<file path="config.mk">
export PLATFORM = sky130hd
export DESIGN_NAME = rtc_time_calendar_alarm_regs
export DESIGN_NICKNAME = d
export VERILOG_FILES = /design/src/core/rtc_pkg.sv /design/src/core/rtc_time_calendar_alarm_regs.sv
export SDC_FILE = /design/constraint.sdc
export NUM_CORES = 1
export LEC_CHECK = 0
export BUFFER_PORTS_ARGS = -buffer_cell sky130_fd_sc_hd__buf_2
export CORE_MARGIN = 2
export CORE_UTILIZATION = 45
export CTS_BUF_LIST = sky130_fd_sc_hd__clkbuf_8
export DETAILED_ROUTE_END_ITERATION = 10
export SLEW_MARGIN = 0
export SYNTH_ARGS = -nofsm -noshare
export SYNTH_HDL_FRONTEND = slang
export SYNTH_SLANG_ARGS = --single-unit
</file>
<file path="constraint.sdc">
create_clock -name mclk_i -period 6.4 [get_ports mclk_i]
set_input_delay 1.28 -clock mclk_i [delete_from_list [all_inputs] [get_ports mclk_i]]
set_output_delay 1.28 -clock mclk_i [all_outputs]
set_load 0.005 [all_outputs]
</file>
<file path="src/core/rtc_pkg.sv">
/*
  Constants, register layouts and shared types of the real-time clock
  time, calendar and alarm register block.
  Assumes one 20 MHz clock and an Avalon-MM slave port with waitrequest.
*/
// What this block does
// Seconds and minutes accept BCD 00 to 59 only.
// Each BCD field keeps units in its low nibble, tens above.
// Hour accepts 01 to 12 in twelve-hour mode, 00 to 23 otherwise.
// Time bit 22 marks morning (0) or afternoon (1) in twelve-hour mode.
// Century accepts only BCD 20; anything else is rejected.
// Year accepts two BCD digits, 00 to 99.
// Month accepts BCD 01 to 12.
// Day of week accepts 1 to 7.
// Day of week advances on its own; its meaning never affects the date.
// Day of month accepts BCD 01 to 31.
// Time alarm enables at bits 23, 15, 7 gate hour, minute, second compare.
// Calendar alarm enables at bits 31 and 23 gate date and month compare.
// Alarm flag, status bit 1, sets when an alarm match occurs.
// Software changes an alarm field by disable, write, then re-enable.
// Status bit 0 sets on the first second tick after a time or calendar update request, sticky.
// Second flag, status bit 2, sets every second and stays until cleared.
// Time-event flag, bit 3, sets on the selected time event, sticky.
// Calendar-event flag, bit 4, sets on the selected calendar event, sticky.
// Writing one to a flag-clear bit clears that flag; zero does nothing.
// Time-event select: 0 minute, 1 hour, 2 midnight, 3 noon.
// Calendar-event select: 0 week, 1 month, 2 year.
// An invalid write leaves the register unchanged and sets its error flag.
// Alarm matches only when all enabled fields equal the counters at once.
package rtc_pkg;

  // ==========================================================
  // Timing
  localparam int unsigned CLK_PERIOD_NS = 50;
  localparam int unsigned SECOND_NS = 1_000_000_000;
  localparam int unsigned SEC_CYCLES = SECOND_NS / CLK_PERIOD_NS;

  // ==========================================================
  // Register offsets (byte addresses)
  localparam logic [7:0] OFS_CTRL = 8'h00;
  localparam logic [7:0] OFS_MODE = 8'h04;
  localparam logic [7:0] OFS_TIME = 8'h08;
  localparam logic [7:0] OFS_CAL = 8'h0C;
  localparam logic [7:0] OFS_TALR = 8'h10;
  localparam logic [7:0] OFS_CALR = 8'h14;
  localparam logic [7:0] OFS_STAT = 8'h18;
  localparam logic [7:0] OFS_CLR = 8'h1C;
  localparam logic [7:0] OFS_VALID = 8'h2C;

  // ==========================================================
  // Bit positions
  localparam int ST_ACK = 0;
  localparam int ST_ALARM = 1;
  localparam int ST_SEC = 2;
  localparam int ST_TIME_EVENT_FLAG = 3;
  localparam int ST_CALENDAR_EVENT_FLAG = 4;
  localparam int NV_TIME = 0;
  localparam int NV_CAL = 1;
  localparam int NV_TALR = 2;
  localparam int NV_CALR = 3;
  localparam int CTRL_UPD_TIME = 0;
  localparam int CTRL_UPD_CAL = 1;
  localparam int CTRL_TEVSEL_LSB = 8;
  localparam int CTRL_CEVSEL_LSB = 16;
  localparam int MODE_H12 = 0;

  // ==========================================================
  // BCD limits
  localparam logic [7:0] BCD_ZERO = 8'h00;
  localparam logic [7:0] BCD_ONE = 8'h01;
  localparam logic [7:0] MINSEC_MAX = 8'h59;
  localparam logic [7:0] HOUR24_MAX = 8'h23;
  localparam logic [7:0] HOUR12_MAX = 8'h12;
  localparam logic [7:0] HOUR_PRE_NOON = 8'h11;
  localparam logic [7:0] HUNDREDS_OF_YEARS_FIELD_ONLY = 8'h20;
  localparam logic [7:0] YEAR_MAX = 8'h99;
  localparam logic [7:0] MONTH_MAX = 8'h12;
  localparam logic [7:0] DAY_MAX = 8'h07;
  localparam logic [7:0] DATE_MAX = 8'h31;

  // ==========================================================
  // Register layouts
  typedef struct packed {
    logic [7:0] unused;
    logic hour_alarm_enable;
    logic half_day_flag;
    logic [5:0] hour;
    logic minute_alarm_enable;
    logic [6:0] min;
    logic second_alarm_enable;
    logic [6:0] sec;
  } tod_word_type;

  typedef struct packed {
    logic [1:0] unused;
    logic [5:0] date;
    logic [2:0] day;
    logic [4:0] month;
    logic [7:0] year;
    logic pad;
    logic [6:0] hundreds_of_years_field;
  } cal_word_type;

  typedef struct packed {
    logic day_of_month_alarm_enable;
    logic pad_hi;
    logic [5:0] date;
    logic month_alarm_enable;
    logic [1:0] pad_mid;
    logic [4:0] month;
    logic [15:0] unused;
  } calalr_word_type;

  typedef enum logic [1:0] {
    TEV_MINUTE = 2'h0, TEV_HOUR = 2'h1, TEV_MIDNIGHT = 2'h2, TEV_NOON = 2'h3
  } time_event_select_type;

  typedef enum logic [1:0] {
    CEV_WEEK = 2'h0, CEV_MONTH = 2'h1, CEV_YEAR = 2'h2
  } calendar_event_select_type;

  // ==========================================================
  // Reset values
  localparam tod_word_type TIME_RST = 32'h0000_0000;
  localparam cal_word_type CAL_RST = 32'h0121_0720;
  localparam tod_word_type TALR_RST = 32'h0000_0000;
  localparam calalr_word_type CALR_RST = 32'h0101_0000;

endpackage : rtc_pkg

</file>
<file path="src/core/rtc_time_calendar_alarm_regs.sv">
/*
  Time, calendar and alarm registers of the real-time clock with sticky
  event flags, reached over an Avalon-MM slave with waitrequest.
  Assumes a single 20 MHz clock and an asynchronous active-low reset.
*/
// The Avalon-MM register port and the register addresses were left to the implementer.
module rtc_time_calendar_alarm_regs #(
  parameter int unsigned TICK_CYCLES = rtc_pkg::SEC_CYCLES
) (
  input wire logic mclk_i,
  input wire logic arst_n_i,
  input wire logic [7:0] address_i,
  input wire logic read_i,
  input wire logic write_i,
  input wire logic [31:0] writedata_i,
  input wire logic [3:0] byteenable_i,
  output logic [31:0] readdata_o,
  output logic waitrequest_o
);

  // ==========================================================
  // Helpers
  function automatic logic bcd_in(input logic [7:0] v, input logic [7:0] lo,
                                  input logic [7:0] hi);
    return (v[3:0] <= 4'h9) && (v >= lo) && (v <= hi);
  endfunction

  function automatic logic [7:0] bcd_inc(input logic [7:0] v);
    return (v[3:0] == 4'h9) ? {v[7:4] + 4'h1, 4'h0} : v + 8'h01;
  endfunction

  function automatic logic [4:0] bcd2bin(input logic [5:0] v);
    return 5'({v[5:4], 3'b000}) + 5'({v[5:4], 1'b0}) + 5'(v[3:0]);
  endfunction

  function automatic logic [5:0] bin2bcd(input logic [4:0] b);
    logic [4:0] r;
    r = (b >= 5'h14) ? b - 5'h14 : (b >= 5'h0A) ? b - 5'h0A : b;
    return {(b >= 5'h14) ? 2'h2 : (b >= 5'h0A) ? 2'h1 : 2'h0, r[3:0]};
  endfunction

  function automatic logic [5:0] to24(input logic [5:0] h, input logic pm);
    if (h == 6'(rtc_pkg::HOUR12_MAX)) begin
      return pm ? h : 6'(rtc_pkg::BCD_ZERO);
    end
    return pm ? bin2bcd(bcd2bin(h) + 5'h0C) : h;
  endfunction

  function automatic logic [6:0] to12(input logic [5:0] h);
    logic [4:0] b;
    b = bcd2bin(h);
    if (b == 5'h00) begin
      return {1'b0, 6'(rtc_pkg::HOUR12_MAX)};
    end
    if (b >= 5'h0C) begin
      return {1'b1, (b == 5'h0C) ? h : bin2bcd(b - 5'h0C)};
    end
    return {1'b0, h};
  endfunction

  function automatic logic [5:0] month_days(input logic [7:0] y, input logic [4:0] m);
    logic leap;
    leap = y[4] ? (y[3:0] == 4'h2 || y[3:0] == 4'h6)
                : (y[3:0] == 4'h0 || y[3:0] == 4'h4 || y[3:0] == 4'h8);
    case (m)
      5'h02: month_days = leap ? 6'h29 : 6'h28;
      5'h04, 5'h06, 5'h09, 5'h11: month_days = 6'h30;
      default: month_days = 6'(rtc_pkg::DATE_MAX);
    endcase
  endfunction

  // ==========================================================
  // State
  logic served_r;
  logic [31:0] cnt_r;
  logic upd_time_r, upd_cal_r, hour12_r, ack_done_r, adv_d_r;
  rtc_pkg::time_event_select_type tev_sel_r;
  rtc_pkg::calendar_event_select_type cev_sel_r;
  logic [6:0] sec_r, min_r, hundreds_of_years_field_r;
  logic [5:0] hour_r, date_r;
  logic [7:0] year_r;
  logic [4:0] month_r;
  logic [2:0] day_r;
  rtc_pkg::tod_word_type talr_r;
  rtc_pkg::calalr_word_type calr_r;
  logic [4:0] status_r;
  logic [3:0] nv_r;

  // ==========================================================
  // Bus decode; one wait state, write lands when waitrequest is low
  logic [31:0] rd_word, be_mask, wdata;
  wire logic bus_req = read_i | write_i;
  wire logic wr_go = write_i & served_r;
  wire logic wr_ctrl = wr_go && (address_i == rtc_pkg::OFS_CTRL);
  wire logic wr_mode = wr_go && (address_i == rtc_pkg::OFS_MODE);
  wire logic wr_time = wr_go && (address_i == rtc_pkg::OFS_TIME);
  wire logic wr_cal = wr_go && (address_i == rtc_pkg::OFS_CAL);
  wire logic wr_talr = wr_go && (address_i == rtc_pkg::OFS_TALR);
  wire logic wr_calr = wr_go && (address_i == rtc_pkg::OFS_CALR);
  wire logic wr_clr = wr_go && (address_i == rtc_pkg::OFS_CLR);
  assign waitrequest_o = bus_req & ~served_r;
  assign be_mask = {{8{byteenable_i[3]}}, {8{byteenable_i[2]}},
                    {8{byteenable_i[1]}}, {8{byteenable_i[0]}}};
  // Partial writes merge with the current contents
  assign wdata = (writedata_i & be_mask) | (rd_word & ~be_mask);

  // ==========================================================
  // Entry checks
  rtc_pkg::tod_word_type tw, aw;
  rtc_pkg::cal_word_type cw;
  rtc_pkg::calalr_word_type caw;
  assign tw = wdata;
  assign aw = wdata;
  assign cw = wdata;
  assign caw = wdata;

  wire logic time_ok = bcd_in(8'(tw.sec), rtc_pkg::BCD_ZERO, rtc_pkg::MINSEC_MAX)
    && bcd_in(8'(tw.min), rtc_pkg::BCD_ZERO, rtc_pkg::MINSEC_MAX)
    && (hour12_r ? bcd_in(8'(tw.hour), rtc_pkg::BCD_ONE, rtc_pkg::HOUR12_MAX)
                 : bcd_in(8'(tw.hour), rtc_pkg::BCD_ZERO, rtc_pkg::HOUR24_MAX)
                   && !tw.half_day_flag);
  wire logic talr_ok = bcd_in(8'(aw.sec), rtc_pkg::BCD_ZERO, rtc_pkg::MINSEC_MAX)
    && bcd_in(8'(aw.min), rtc_pkg::BCD_ZERO, rtc_pkg::MINSEC_MAX)
    && (hour12_r ? bcd_in(8'(aw.hour), rtc_pkg::BCD_ONE, rtc_pkg::HOUR12_MAX)
                 : bcd_in(8'(aw.hour), rtc_pkg::BCD_ZERO, rtc_pkg::HOUR24_MAX)
                   && !aw.half_day_flag);
  wire logic cal_ok = (8'(cw.hundreds_of_years_field) == rtc_pkg::HUNDREDS_OF_YEARS_FIELD_ONLY)
    && bcd_in(cw.year, rtc_pkg::BCD_ZERO, rtc_pkg::YEAR_MAX)
    && bcd_in(8'(cw.month), rtc_pkg::BCD_ONE, rtc_pkg::MONTH_MAX)
    && bcd_in(8'(cw.day), rtc_pkg::BCD_ONE, rtc_pkg::DAY_MAX)
    && bcd_in(8'(cw.date), rtc_pkg::BCD_ONE, rtc_pkg::DATE_MAX)
    && (cw.date <= month_days(cw.year, cw.month));
  wire logic calr_ok = bcd_in(8'(caw.month), rtc_pkg::BCD_ONE, rtc_pkg::MONTH_MAX)
    && bcd_in(8'(caw.date), rtc_pkg::BCD_ONE, rtc_pkg::DATE_MAX);
  // Time and calendar only load while their update request stands
  wire logic time_load = wr_time & time_ok & upd_time_r;
  wire logic cal_load = wr_cal & cal_ok & upd_cal_r;

  // ==========================================================
  // Counting chain
  wire logic tick = (cnt_r == 32'(TICK_CYCLES - 1));
  wire logic time_run = ~upd_time_r;
  // Stopping time also stops the calendar, which sits downstream
  wire logic cal_run = ~upd_time_r & ~upd_cal_r;
  wire logic adv = tick & time_run;
  wire logic sec_wrap = (8'(sec_r) == rtc_pkg::MINSEC_MAX);
  wire logic min_step = adv & sec_wrap;
  wire logic hour_step = min_step & (8'(min_r) == rtc_pkg::MINSEC_MAX);
  wire logic midnight_step = hour_step & (8'(hour_r) == rtc_pkg::HOUR24_MAX);
  wire logic noon_step = hour_step & (8'(hour_r) == rtc_pkg::HOUR_PRE_NOON);
  wire logic day_step = midnight_step & cal_run;
  wire logic month_step = day_step & (date_r == month_days(year_r, month_r));
  wire logic year_step = month_step & (8'(month_r) == rtc_pkg::MONTH_MAX);

  always_ff @(posedge mclk_i or negedge arst_n_i) begin
    if (!arst_n_i) begin
      cnt_r <= 32'h0000_0000;
    end else begin
      cnt_r <= tick ? 32'h0000_0000 : cnt_r + 32'h0000_0001;
    end
  end

  always_ff @(posedge mclk_i or negedge arst_n_i) begin
    if (!arst_n_i) begin
      sec_r <= rtc_pkg::TIME_RST.sec;
      min_r <= rtc_pkg::TIME_RST.min;
      hour_r <= rtc_pkg::TIME_RST.hour;
    end else if (time_load) begin
      sec_r <= tw.sec;
      min_r <= tw.min;
      hour_r <= hour12_r ? to24(tw.hour, tw.half_day_flag) : tw.hour;
    end else begin
      if (adv) begin
        sec_r <= sec_wrap ? 7'h00 : 7'(bcd_inc(8'(sec_r)));
      end
      if (min_step) begin
        min_r <= (hour_step) ? 7'h00 : 7'(bcd_inc(8'(min_r)));
      end
      if (hour_step) begin
        hour_r <= midnight_step ? 6'h00 : 6'(bcd_inc(8'(hour_r)));
      end
    end
  end

  always_ff @(posedge mclk_i or negedge arst_n_i) begin
    if (!arst_n_i) begin
      hundreds_of_years_field_r <= rtc_pkg::CAL_RST.hundreds_of_years_field;
      year_r <= rtc_pkg::CAL_RST.year;
      month_r <= rtc_pkg::CAL_RST.month;
      day_r <= rtc_pkg::CAL_RST.day;
      date_r <= rtc_pkg::CAL_RST.date;
    end else if (cal_load) begin
      hundreds_of_years_field_r <= cw.hundreds_of_years_field;
      year_r <= cw.year;
      month_r <= cw.month;
      day_r <= cw.day;
      date_r <= cw.date;
    end else if (day_step) begin
      // Weekday wraps on its own count, blind to the date
      day_r <= (8'(day_r) == rtc_pkg::DAY_MAX) ? 3'h1 : day_r + 3'h1;
      date_r <= month_step ? 6'h01 : 6'(bcd_inc(8'(date_r)));
      if (month_step) begin
        month_r <= year_step ? 5'h01 : 5'(bcd_inc(8'(month_r)));
      end
      if (year_step) begin
        year_r <= (year_r == rtc_pkg::YEAR_MAX) ? 8'h00 : bcd_inc(year_r);
      end
    end
  end

  // ==========================================================
  // Control, mode, alarms, validity
  always_ff @(posedge mclk_i or negedge arst_n_i) begin
    if (!arst_n_i) begin
      upd_time_r <= 1'b0;
      upd_cal_r <= 1'b0;
      tev_sel_r <= rtc_pkg::TEV_MINUTE;
      cev_sel_r <= rtc_pkg::CEV_WEEK;
      hour12_r <= 1'b0;
      talr_r <= rtc_pkg::TALR_RST;
      calr_r <= rtc_pkg::CALR_RST;
      nv_r <= 4'h0;
    end else begin
      if (wr_ctrl) begin
        upd_time_r <= wdata[rtc_pkg::CTRL_UPD_TIME];
        upd_cal_r <= wdata[rtc_pkg::CTRL_UPD_CAL];
        tev_sel_r <= rtc_pkg::time_event_select_type'(wdata[rtc_pkg::CTRL_TEVSEL_LSB +: 2]);
        cev_sel_r <= rtc_pkg::calendar_event_select_type'(wdata[rtc_pkg::CTRL_CEVSEL_LSB +: 2]);
      end
      if (wr_mode) begin
        hour12_r <= wdata[rtc_pkg::MODE_H12];
      end
      if (wr_talr && talr_ok) begin
        talr_r <= aw & 32'h00FF_FFFF;
      end
      if (wr_calr && calr_ok) begin
        calr_r <= caw & 32'hBF9F_0000;
      end
      // Error flag follows the latest write to each register
      if (wr_time) begin
        nv_r[rtc_pkg::NV_TIME] <= ~time_ok;
      end
      if (wr_cal) begin
        nv_r[rtc_pkg::NV_CAL] <= ~cal_ok;
      end
      if (wr_talr) begin
        nv_r[rtc_pkg::NV_TALR] <= ~talr_ok;
      end
      if (wr_calr) begin
        nv_r[rtc_pkg::NV_CALR] <= ~calr_ok;
      end
    end
  end

  // ==========================================================
  // Alarm compare and event sources
  wire logic [5:0] alarm_hour = hour12_r ? to24(talr_r.hour, talr_r.half_day_flag)
                                         : talr_r.hour;
  wire logic alarm_any = talr_r.second_alarm_enable | talr_r.minute_alarm_enable
    | talr_r.hour_alarm_enable | calr_r.day_of_month_alarm_enable
    | calr_r.month_alarm_enable;
  wire logic alarm_hit = alarm_any
    && (!talr_r.second_alarm_enable || talr_r.sec == sec_r)
    && (!talr_r.minute_alarm_enable || talr_r.min == min_r)
    && (!talr_r.hour_alarm_enable || alarm_hour == hour_r)
    && (!calr_r.day_of_month_alarm_enable || calr_r.date == date_r)
    && (!calr_r.month_alarm_enable || calr_r.month == month_r);
  // Compare once, right after the counters have moved
  wire logic alarm_set = adv_d_r & alarm_hit;
  wire logic upd_any = upd_time_r | upd_cal_r;
  wire logic ack_set = tick & upd_any & ~ack_done_r;
  wire logic time_ev = (tev_sel_r == rtc_pkg::TEV_MINUTE) ? min_step
    : (tev_sel_r == rtc_pkg::TEV_HOUR) ? hour_step
    : (tev_sel_r == rtc_pkg::TEV_MIDNIGHT) ? midnight_step : noon_step;
  wire logic cal_ev = (cev_sel_r == rtc_pkg::CEV_WEEK)
    ? day_step && (8'(day_r) == rtc_pkg::DAY_MAX)
    : (cev_sel_r == rtc_pkg::CEV_MONTH) ? month_step
    : (cev_sel_r == rtc_pkg::CEV_YEAR) && year_step;
  logic [4:0] st_set, st_clr;
  assign st_set[rtc_pkg::ST_ACK] = ack_set;
  assign st_set[rtc_pkg::ST_ALARM] = alarm_set;
  assign st_set[rtc_pkg::ST_SEC] = tick;
  assign st_set[rtc_pkg::ST_TIME_EVENT_FLAG] = time_ev;
  assign st_set[rtc_pkg::ST_CALENDAR_EVENT_FLAG] = cal_ev;
  assign st_clr = wr_clr ? wdata[4:0] : 5'h00;

  always_ff @(posedge mclk_i or negedge arst_n_i) begin
    if (!arst_n_i) begin
      status_r <= 5'h00;
      ack_done_r <= 1'b0;
      adv_d_r <= 1'b0;
    end else begin
      // A new event outranks a clear landing in the same cycle
      status_r <= (status_r & ~st_clr) | st_set;
      ack_done_r <= upd_any & (ack_done_r | ack_set);
      adv_d_r <= adv;
    end
  end

  // ==========================================================
  // Read back
  wire logic [6:0] hour12_view = to12(hour_r);
  rtc_pkg::tod_word_type time_view;
  rtc_pkg::cal_word_type cal_view;
  assign time_view = {8'h00, 1'b0, hour12_r & hour12_view[6],
                      hour12_r ? hour12_view[5:0] : hour_r, 1'b0, min_r, 1'b0, sec_r};
  assign cal_view = {2'b00, date_r, day_r, month_r, year_r, 1'b0, hundreds_of_years_field_r};
  wire logic [31:0] ctrl_view = {14'h0000, 2'(cev_sel_r), 6'h00, 2'(tev_sel_r),
                                 6'h00, upd_cal_r, upd_time_r};
  assign rd_word = (address_i == rtc_pkg::OFS_CTRL) ? ctrl_view
    : (address_i == rtc_pkg::OFS_MODE) ? {31'h0000_0000, hour12_r}
    : (address_i == rtc_pkg::OFS_TIME) ? time_view
    : (address_i == rtc_pkg::OFS_CAL) ? cal_view
    : (address_i == rtc_pkg::OFS_TALR) ? talr_r
    : (address_i == rtc_pkg::OFS_CALR) ? calr_r
    : (address_i == rtc_pkg::OFS_STAT) ? {27'h000_0000, status_r}
    : (address_i == rtc_pkg::OFS_VALID) ? {28'h000_0000, nv_r} : 32'h0000_0000;

  always_ff @(posedge mclk_i or negedge arst_n_i) begin
    if (!arst_n_i) begin
      served_r <= 1'b0;
      readdata_o <= 32'h0000_0000;
    end else begin
      served_r <= bus_req & ~served_r;
      if (read_i && !served_r) begin
        readdata_o <= rd_word;
      end
    end
  end
endmodule // rtc_time_calendar_alarm_regs

</file>
# After elaboration in Yosys (flattened, before gate mapping)
# Cells that the tools add are included.
[totals] regBits=169 out_inout_bits=33 elab_cells=340 inputBits=48
[op_classes] n_bitwise=41 eq_ne=54 order_cmp=25 mux=85 add_sub_neg=29 n_reduce_logical=72
[op_table] op="$mux 32" count=7
[op_table] op="$mux 6" count=20
[op_table] op="$mux 7" count=12
[op_table] op="$and 32x32->32" count=2
[op_table] op="$mux 8" count=5
[op_table] op="$logic_and 1x1->1" count=38
[op_table] op="$mux 5" count=7
[op_table] op="$add 32x1->32 const B" count=1
[op_table] op="$eq 32x25->1 const B" count=1
[op_table] op="$eq 4x4->1 const B" count=8
[op_table] op="$eq 8x5->1 const B" count=4
[op_table] op="$not 32->32" count=1
[op_table] op="$or 32x32->32" count=1
[op_table] op="$mux 4" count=7
[op_table] op="$and 1x1->1" count=20
[op_table] op="$eq 5x3->1 const B" count=4
[op_table] op="$ge 5x4->1 const B" count=4
[op_table] op="$pmux 5 s2" count=2
[op_table] op="$mux 1" count=19
[op_table] op="$eq 6x5->1 const B" count=3
[op_table] op="$eq 6x6->1" count=3
[op_table] op="$eq 4x3->1 const B" count=4
[op_table] op="$eq 8x4->1 const B" count=2
[op_table] op="$le 4x4->1 const B" count=4
[op_table] op="57 further kinds" count=127

# Logic depth before layout (Yosys ltp)
[depth] word_depth=28 depth_mapped=24 mapped_depth_nobuf=24

# Worst setup path after synthesis
# OpenSTA, ideal clock, no wires.
[synth_path] kind="input-to-reg" from="input port address_i[5]" to="register hour_r[2]" setup_time_ps=124 path_slack_ps=820 path_stages=19 required_ps=6276 t_arrival_ps=5457 cell_sequence="buf_2 or4_4 nor3_2 buf_2 a22o_1 nor2_1 a31oi_1 inv_1 ha_1 inv_1 ha_1 fa_1 inv_1 ha_1 a311o_1 a21o_1 a2bb2oi_1 mux2i_1 a211o_1"
[synth_between] elab_chain_len=19 elab_cells_between_ends=58
[synth_rtl] item="from (decl)" line_no="rtc_time_calendar_alarm_regs.sv:12" source="input wire logic [7:0] address_i,"
[synth_rtl] item="$eq 8x5->1" line_no="rtc_time_calendar_alarm_regs.sv:315" source=": (address_i == rtc_pkg::OFS_CALR) ? calr_r"
[synth_rtl] item="$mux 32" line_no="rtc_time_calendar_alarm_regs.sv:315"
[synth_rtl] item="$mux 32" line_no="rtc_time_calendar_alarm_regs.sv:314" source=": (address_i == rtc_pkg::OFS_TALR) ? talr_r"
[synth_rtl] item="$mux 32" line_no="rtc_time_calendar_alarm_regs.sv:313" source=": (address_i == rtc_pkg::OFS_CAL) ? cal_view"
[synth_rtl] item="$mux 32" line_no="rtc_time_calendar_alarm_regs.sv:312" source=": (address_i == rtc_pkg::OFS_TIME) ? time_view"
[synth_rtl] item="$mux 32" line_no="rtc_time_calendar_alarm_regs.sv:311" source=": (address_i == rtc_pkg::OFS_MODE) ? {31'h0000_0000, hour12_r}"
[synth_rtl] item="$mux 32" line_no="rtc_time_calendar_alarm_regs.sv:310" source="assign rd_word = (address_i == rtc_pkg::OFS_CTRL) ? ctrl_view"
[synth_rtl] item="$and 32x32->32" line_no="rtc_time_calendar_alarm_regs.sv:105" source="assign wdata = (writedata_i & be_mask) | (rd_word & ~be_mask);"
[synth_rtl] item="$or 32x32->32" line_no="rtc_time_calendar_alarm_regs.sv:105"
[synth_rtl] item="$add 5x3->5" line_no="rtc_time_calendar_alarm_regs.sv:33" source="return 5'({v[5:4], 3'b000}) + 5'({v[5:4], 1'b0}) + 5'(v[3:0]);"
[synth_rtl] item="$add 5x4->5" line_no="rtc_time_calendar_alarm_regs.sv:33"
[synth_rtl] item="$add 5x4->5" line_no="rtc_time_calendar_alarm_regs.sv:46" source="return pm ? bin2bcd(bcd2bin(h) + 5'h0C) : h;"
[synth_rtl] item="$sub 4x4->4 or $ge 5x4->1 (tied branches)" line_no="rtc_time_calendar_alarm_regs.sv:38" source="r = (b >= 5'h14) ? b - 5'h14 : (b >= 5'h0A) ? b - 5'h0A : b;"
[synth_rtl] item="$mux 4 (2 in a row)" line_no="rtc_time_calendar_alarm_regs.sv:38"
[synth_rtl] item="$mux 6 (2 in a row)" line_no="rtc_time_calendar_alarm_regs.sv:46"
[synth_rtl] item="$mux 6" line_no="rtc_time_calendar_alarm_regs.sv:171" source="hour_r <= hour12_r ? to24(tw.hour, tw.half_day_flag) : tw.hour;"
[synth_rtl] item="$mux 6" line_no="rtc_time_calendar_alarm_regs.sv:168" source="end else if (time_load) begin"
[synth_rtl] item="to (signal assigned)" line_no="rtc_time_calendar_alarm_regs.sv:167" source="hour_r <= rtc_pkg::TIME_RST.hour;"
[synth_rtl] item="to (signal assigned)" line_no="rtc_time_calendar_alarm_regs.sv:171"
[synth_rtl] item="to (signal assigned)" line_no="rtc_time_calendar_alarm_regs.sv:180" source="hour_r <= midnight_step ? 6'h00 : 6'(bcd_inc(8'(hour_r)));"
[synth_rtl] item="to (decl)" line_no="rtc_time_calendar_alarm_regs.sv:80" source="logic [5:0] hour_r, date_r;"
# Several ways; a longest one is shown, not always the timed one. The select of a mux whose other input is x is not followed.
# A chain may end at the register's enable or synchronous reset.

==> summary.txt <==
Run status
  – Run status: finished clean

Floorplan
  – Die Footprint: 0.02675 mm2
  – DIE WIDTH: 163.6 um
  – Std-Cell Core Area: 0.02511 mm2
  – I/O pin total: about 80
  – Row Count: between 50 and 60
  – Initial cell density of the core: 0.4563
  – Height of the die: around 160 um

Timing
  – Worst-case clock skew: 0.01679 ns
  – Shortest period the worst path allows: approximately 6.0 ns
  – Final count of hold timing violations: 0
  – Final total negative setup slack: 0 ns
  – Share of the clock period used by the worst path: 0.9366
  – Number of max-slew violations in the final report: 0
  – Headroom to the max-slew limit: 0.2794
  – Setup ws final: 0.4059 ns
  – Timing-limited maximum frequency: around 170 MHz
  – Worst-case hold slack: 0.4568 ns
  – Number of setup violations in the final report: 0
  – Setup repair after global routing missed its margin: false
  – Tightest Pin Transition: 1.073 ns

Drt
  – Number of nets with antenna violations after detailed routing: 0
  – Total wire length: around 33 mm
  – DR DRC count: 0
  – Per-cell routed wire length: between 15 and 20 um
  – Drt initial violations: 934
  – Vias: ~10000
  – Vias per Instance: roughly 5.9
  – Drt pass-1 iters: 5

Clock tree
  – H-tree levels: 4
  – TritonCTS clock tree: yes
  – Worst-path clk slew: between 0.1 and 0.15 ns
  – Clock tree root buffer cell: clkbuf_8
  – Number of buffers inserted during clock tree synthesis: 17
  – CTS Buffer Depth: 2
  – Clk_lat worst skew: 0.48 ns
  – Sink Count: 168

Global routing
  – Number of antenna violations at the first check in global routing: 1
  – Maximum number of pins on one net before global-route repair: 66
  – Remaining Overflow, GRT: 0
  – Via count of the first global-routing pass: between 9000 and 10000
  – First-pass GRT wire length: roughly 53 mm
  – Total track usage: 0.2578

Logic synthesis
  – Sequential fraction of the synthesis area: 0.3679
  – Syn nets: around 1400
  – Distinct cell type count of the synthesized netlist: ~90
  – Mean cell area of the mapped netlist: 8.827 um2
  – Prevailing post-synth register cell: dfrtp_1
  – EDFF count, synth: 0
  – Warnings from Yosys: 0
  – Number of storage elements in the synthesis netlist: 168
  – Ys async rst share: 1.000
  – Cell area after technology mapping: between 0.01 and 0.015 mm2
  – Number of instances in the synthesized netlist: approximately 1300

Worst setup path
  – CP arrival: 6.36 ns
  – CP endpoint kind: flip-flop
  – Critical Path Source Type: flip-flop
  – Max FO, Critical Path: 17
  – Worst Path Class, Setup: flip-flop to flip-flop
  – Required time of the critical path: 6.76 ns

Placed design
  – Half-perimeter wire length after placement: between 20 and 25 mm
  – Number of I/O port buffers: slightly below 80
  – Total placed instance area: 0.01239 mm2
  – Final weighted congestion in routability-driven placement: between 0.9 and 1
  – Setup slack after placement: roughly 0.37 ns

Layout
  – Most common cell after layout, fill and taps aside: dfrtp_1
  – Highest-count cells in the layout ignoring fill and taps: dfrtp_1, nand2_1, o21ai_0
  – Cell area after layout: ~0.013 mm2
  – Area grow syn2layout: 12.02%
  – Share of post-route cells with drive strength above 1: 0.1746
  – Antenna fix cells: 0
  – Number of nets at the end of the flow: between 1000 and 1500

Hold path
  – Kind of path behind the tightest hold check: flip-flop to flip-flop

Run
  – Number of max-cap violations: 0

Power and ir drop
  – VDD IR-drop max: between 100 and 150 uV
  – Static leakage power: ~0.0057 uW
  – Power per standard cell area: around 170 mW/mm2
## final cells by class
| class | count | area [um2] |
|---|---|---|
| Timing Repair Buffer | 133 | 834.6 |
| Sequential cell | 168 | 4215 |
| Multi-Input combinational cell | 995 | 6723 |
| Clock buffer | 17 | 234.0 |
| Inverter | 64 | 240.2 |
| Tap cell | 330 | 412.9 |
| Clock inverter | 15 | 175.2 |
| Fill cell | 2423 | 12270 |
## timing repair
| item | CTS | global route |
|---|---|---|
| hold buffers | 0 | 0 |
| hold endpoints to repair | 0 | 0 |
| buffers inserted | 0 | 1 |
| endpoints found under the setup margin | 0 | 30 |
| resized for setup | 0 | 5 |
## critical path, stage by stage (launching register included)
cell and delay (ns):
dfrtp_1 0.46, ha_1 0.24, fa_1 0.41, xor2_2 0.28, ha_1 0.42, inv_1 0.10, or4_1 0.53, a221oi_2 0.23
a2111oi_2 0.12, a21oi_2 0.39, and2_1 0.26, and3_1 0.24, inv_1 0.06, ha_1 0.29, o21a_1 0.17, o221ai_1 0.18
buf_4 0.17, nor4b_1 0.25, buf_4 0.18, o311ai_1 0.16, nor3_4 0.20, buf_12 0.19, mux2_2 0.35
## power by group
| part | switching [uW] | internal [uW] | leakage [uW] |
|---|---|---|---|
| clock | 475 | 333 | 0.000207 |
| sequential | 7.27 | 1070 | 0.00214 |
| combinational | 148 | 90.5 | 0.00340 |
## state kept, by name, indices dropped and copies added (netlist names), 2 cells and up
name,cells
cnt_r,32
readdata_o,31
talr_r,24
calr_r,13
year_r,8
hundreds_of_years_field_r,7
min_r,7
sec_r,7
date_r,6
hour_r,6
month_r,5
status_r,5
nv_r,4
day_r,3
cev_sel_r,2
tev_sel_r,2
## final timing paths
path / depth (start not counted) / endpoint / slack (ns) / from
worst min register to register: 1 / served_r / 0.46 / served_r
worst min-delay path: 1 / served_r / 0.46 / served_r
worst max register to register: 22 / day_r[1] / 0.41 / hour_r[4]
worst max-delay path: 22 / day_r[1] / 0.41 / hour_r[4]
max in group asynchronous: 2 / calr_r[17] / 4.44 / arst_n_i
min in group asynchronous: 1 / year_r[3] / 0.73 / arst_n_i
## per-layer routing
metal,routed length (um),global-route usage,up-vias
met2,14920,0.3968,297
li1,-,-,4857
met3,1888,0.04469,51
met5,14,0,-
met1,15760,0.3702,4878
met4,793,0.07935,2
## cells by family after synthesis
group                      synth area share
muxes                               0.08332
AOI/OAI and AO/OA                    0.1917
buffers and inverters               0.04761
xor gates and xnor gates            0.06105
adders and majority gates           0.04980
and+or+nand+nor                      0.1983
DFF                                  0.3679
other                             0.0003273
## per-stage QoR
stage,utilization,total power [uW],instances
6_report,0.5112,2122,1722
5_1_grt,0.5112,2209,1722
4_1_cts,0.5099,2137,1721
3_5_place_dp,0.4936,1334,1689
3_3_place_gp,0.4936,1332,1689
2_1_floorplan,-,1233,1298
## cell usage after synthesis, drive strengths merged (8+ instances only)
cell type | number | area (um2)
o21ai | 111 | 555.5
nor2b | 18 | 112.6
dfrtp | 159 | 3979
a21o | 12 | 90.09
nand3 | 55 | 275.3
clkbuf | 53 | 198.9
o22ai | 10 | 62.56
nand2b | 15 | 93.84
a22oi | 12 | 90.09
a21oi | 68 | 344.1
buf | 18 | 106.4
ha | 40 | 500.5
nor4 | 13 | 102.6
dfstp | 9 | 236.5
nor3 | 24 | 147.6
and2 | 12 | 75.07
nor2 | 87 | 329.1
nor4b | 10 | 108.9
o31ai | 10 | 75.07
a211oi | 13 | 97.59
o211ai | 14 | 105.1
mux2 | 43 | 484.2
xnor2 | 55 | 481.7
a22o | 13 | 113.9
nand2 | 136 | 510.5
mux2i | 47 | 470.5
inv | 61 | 229.0
nand4 | 16 | 106.4
and3 | 20 | 125.1
a31oi | 11 | 68.82
xor2 | 24 | 217.7
nor3b | 8 | 60.06
No activity file was read; power rests on OpenSTA's default activity.
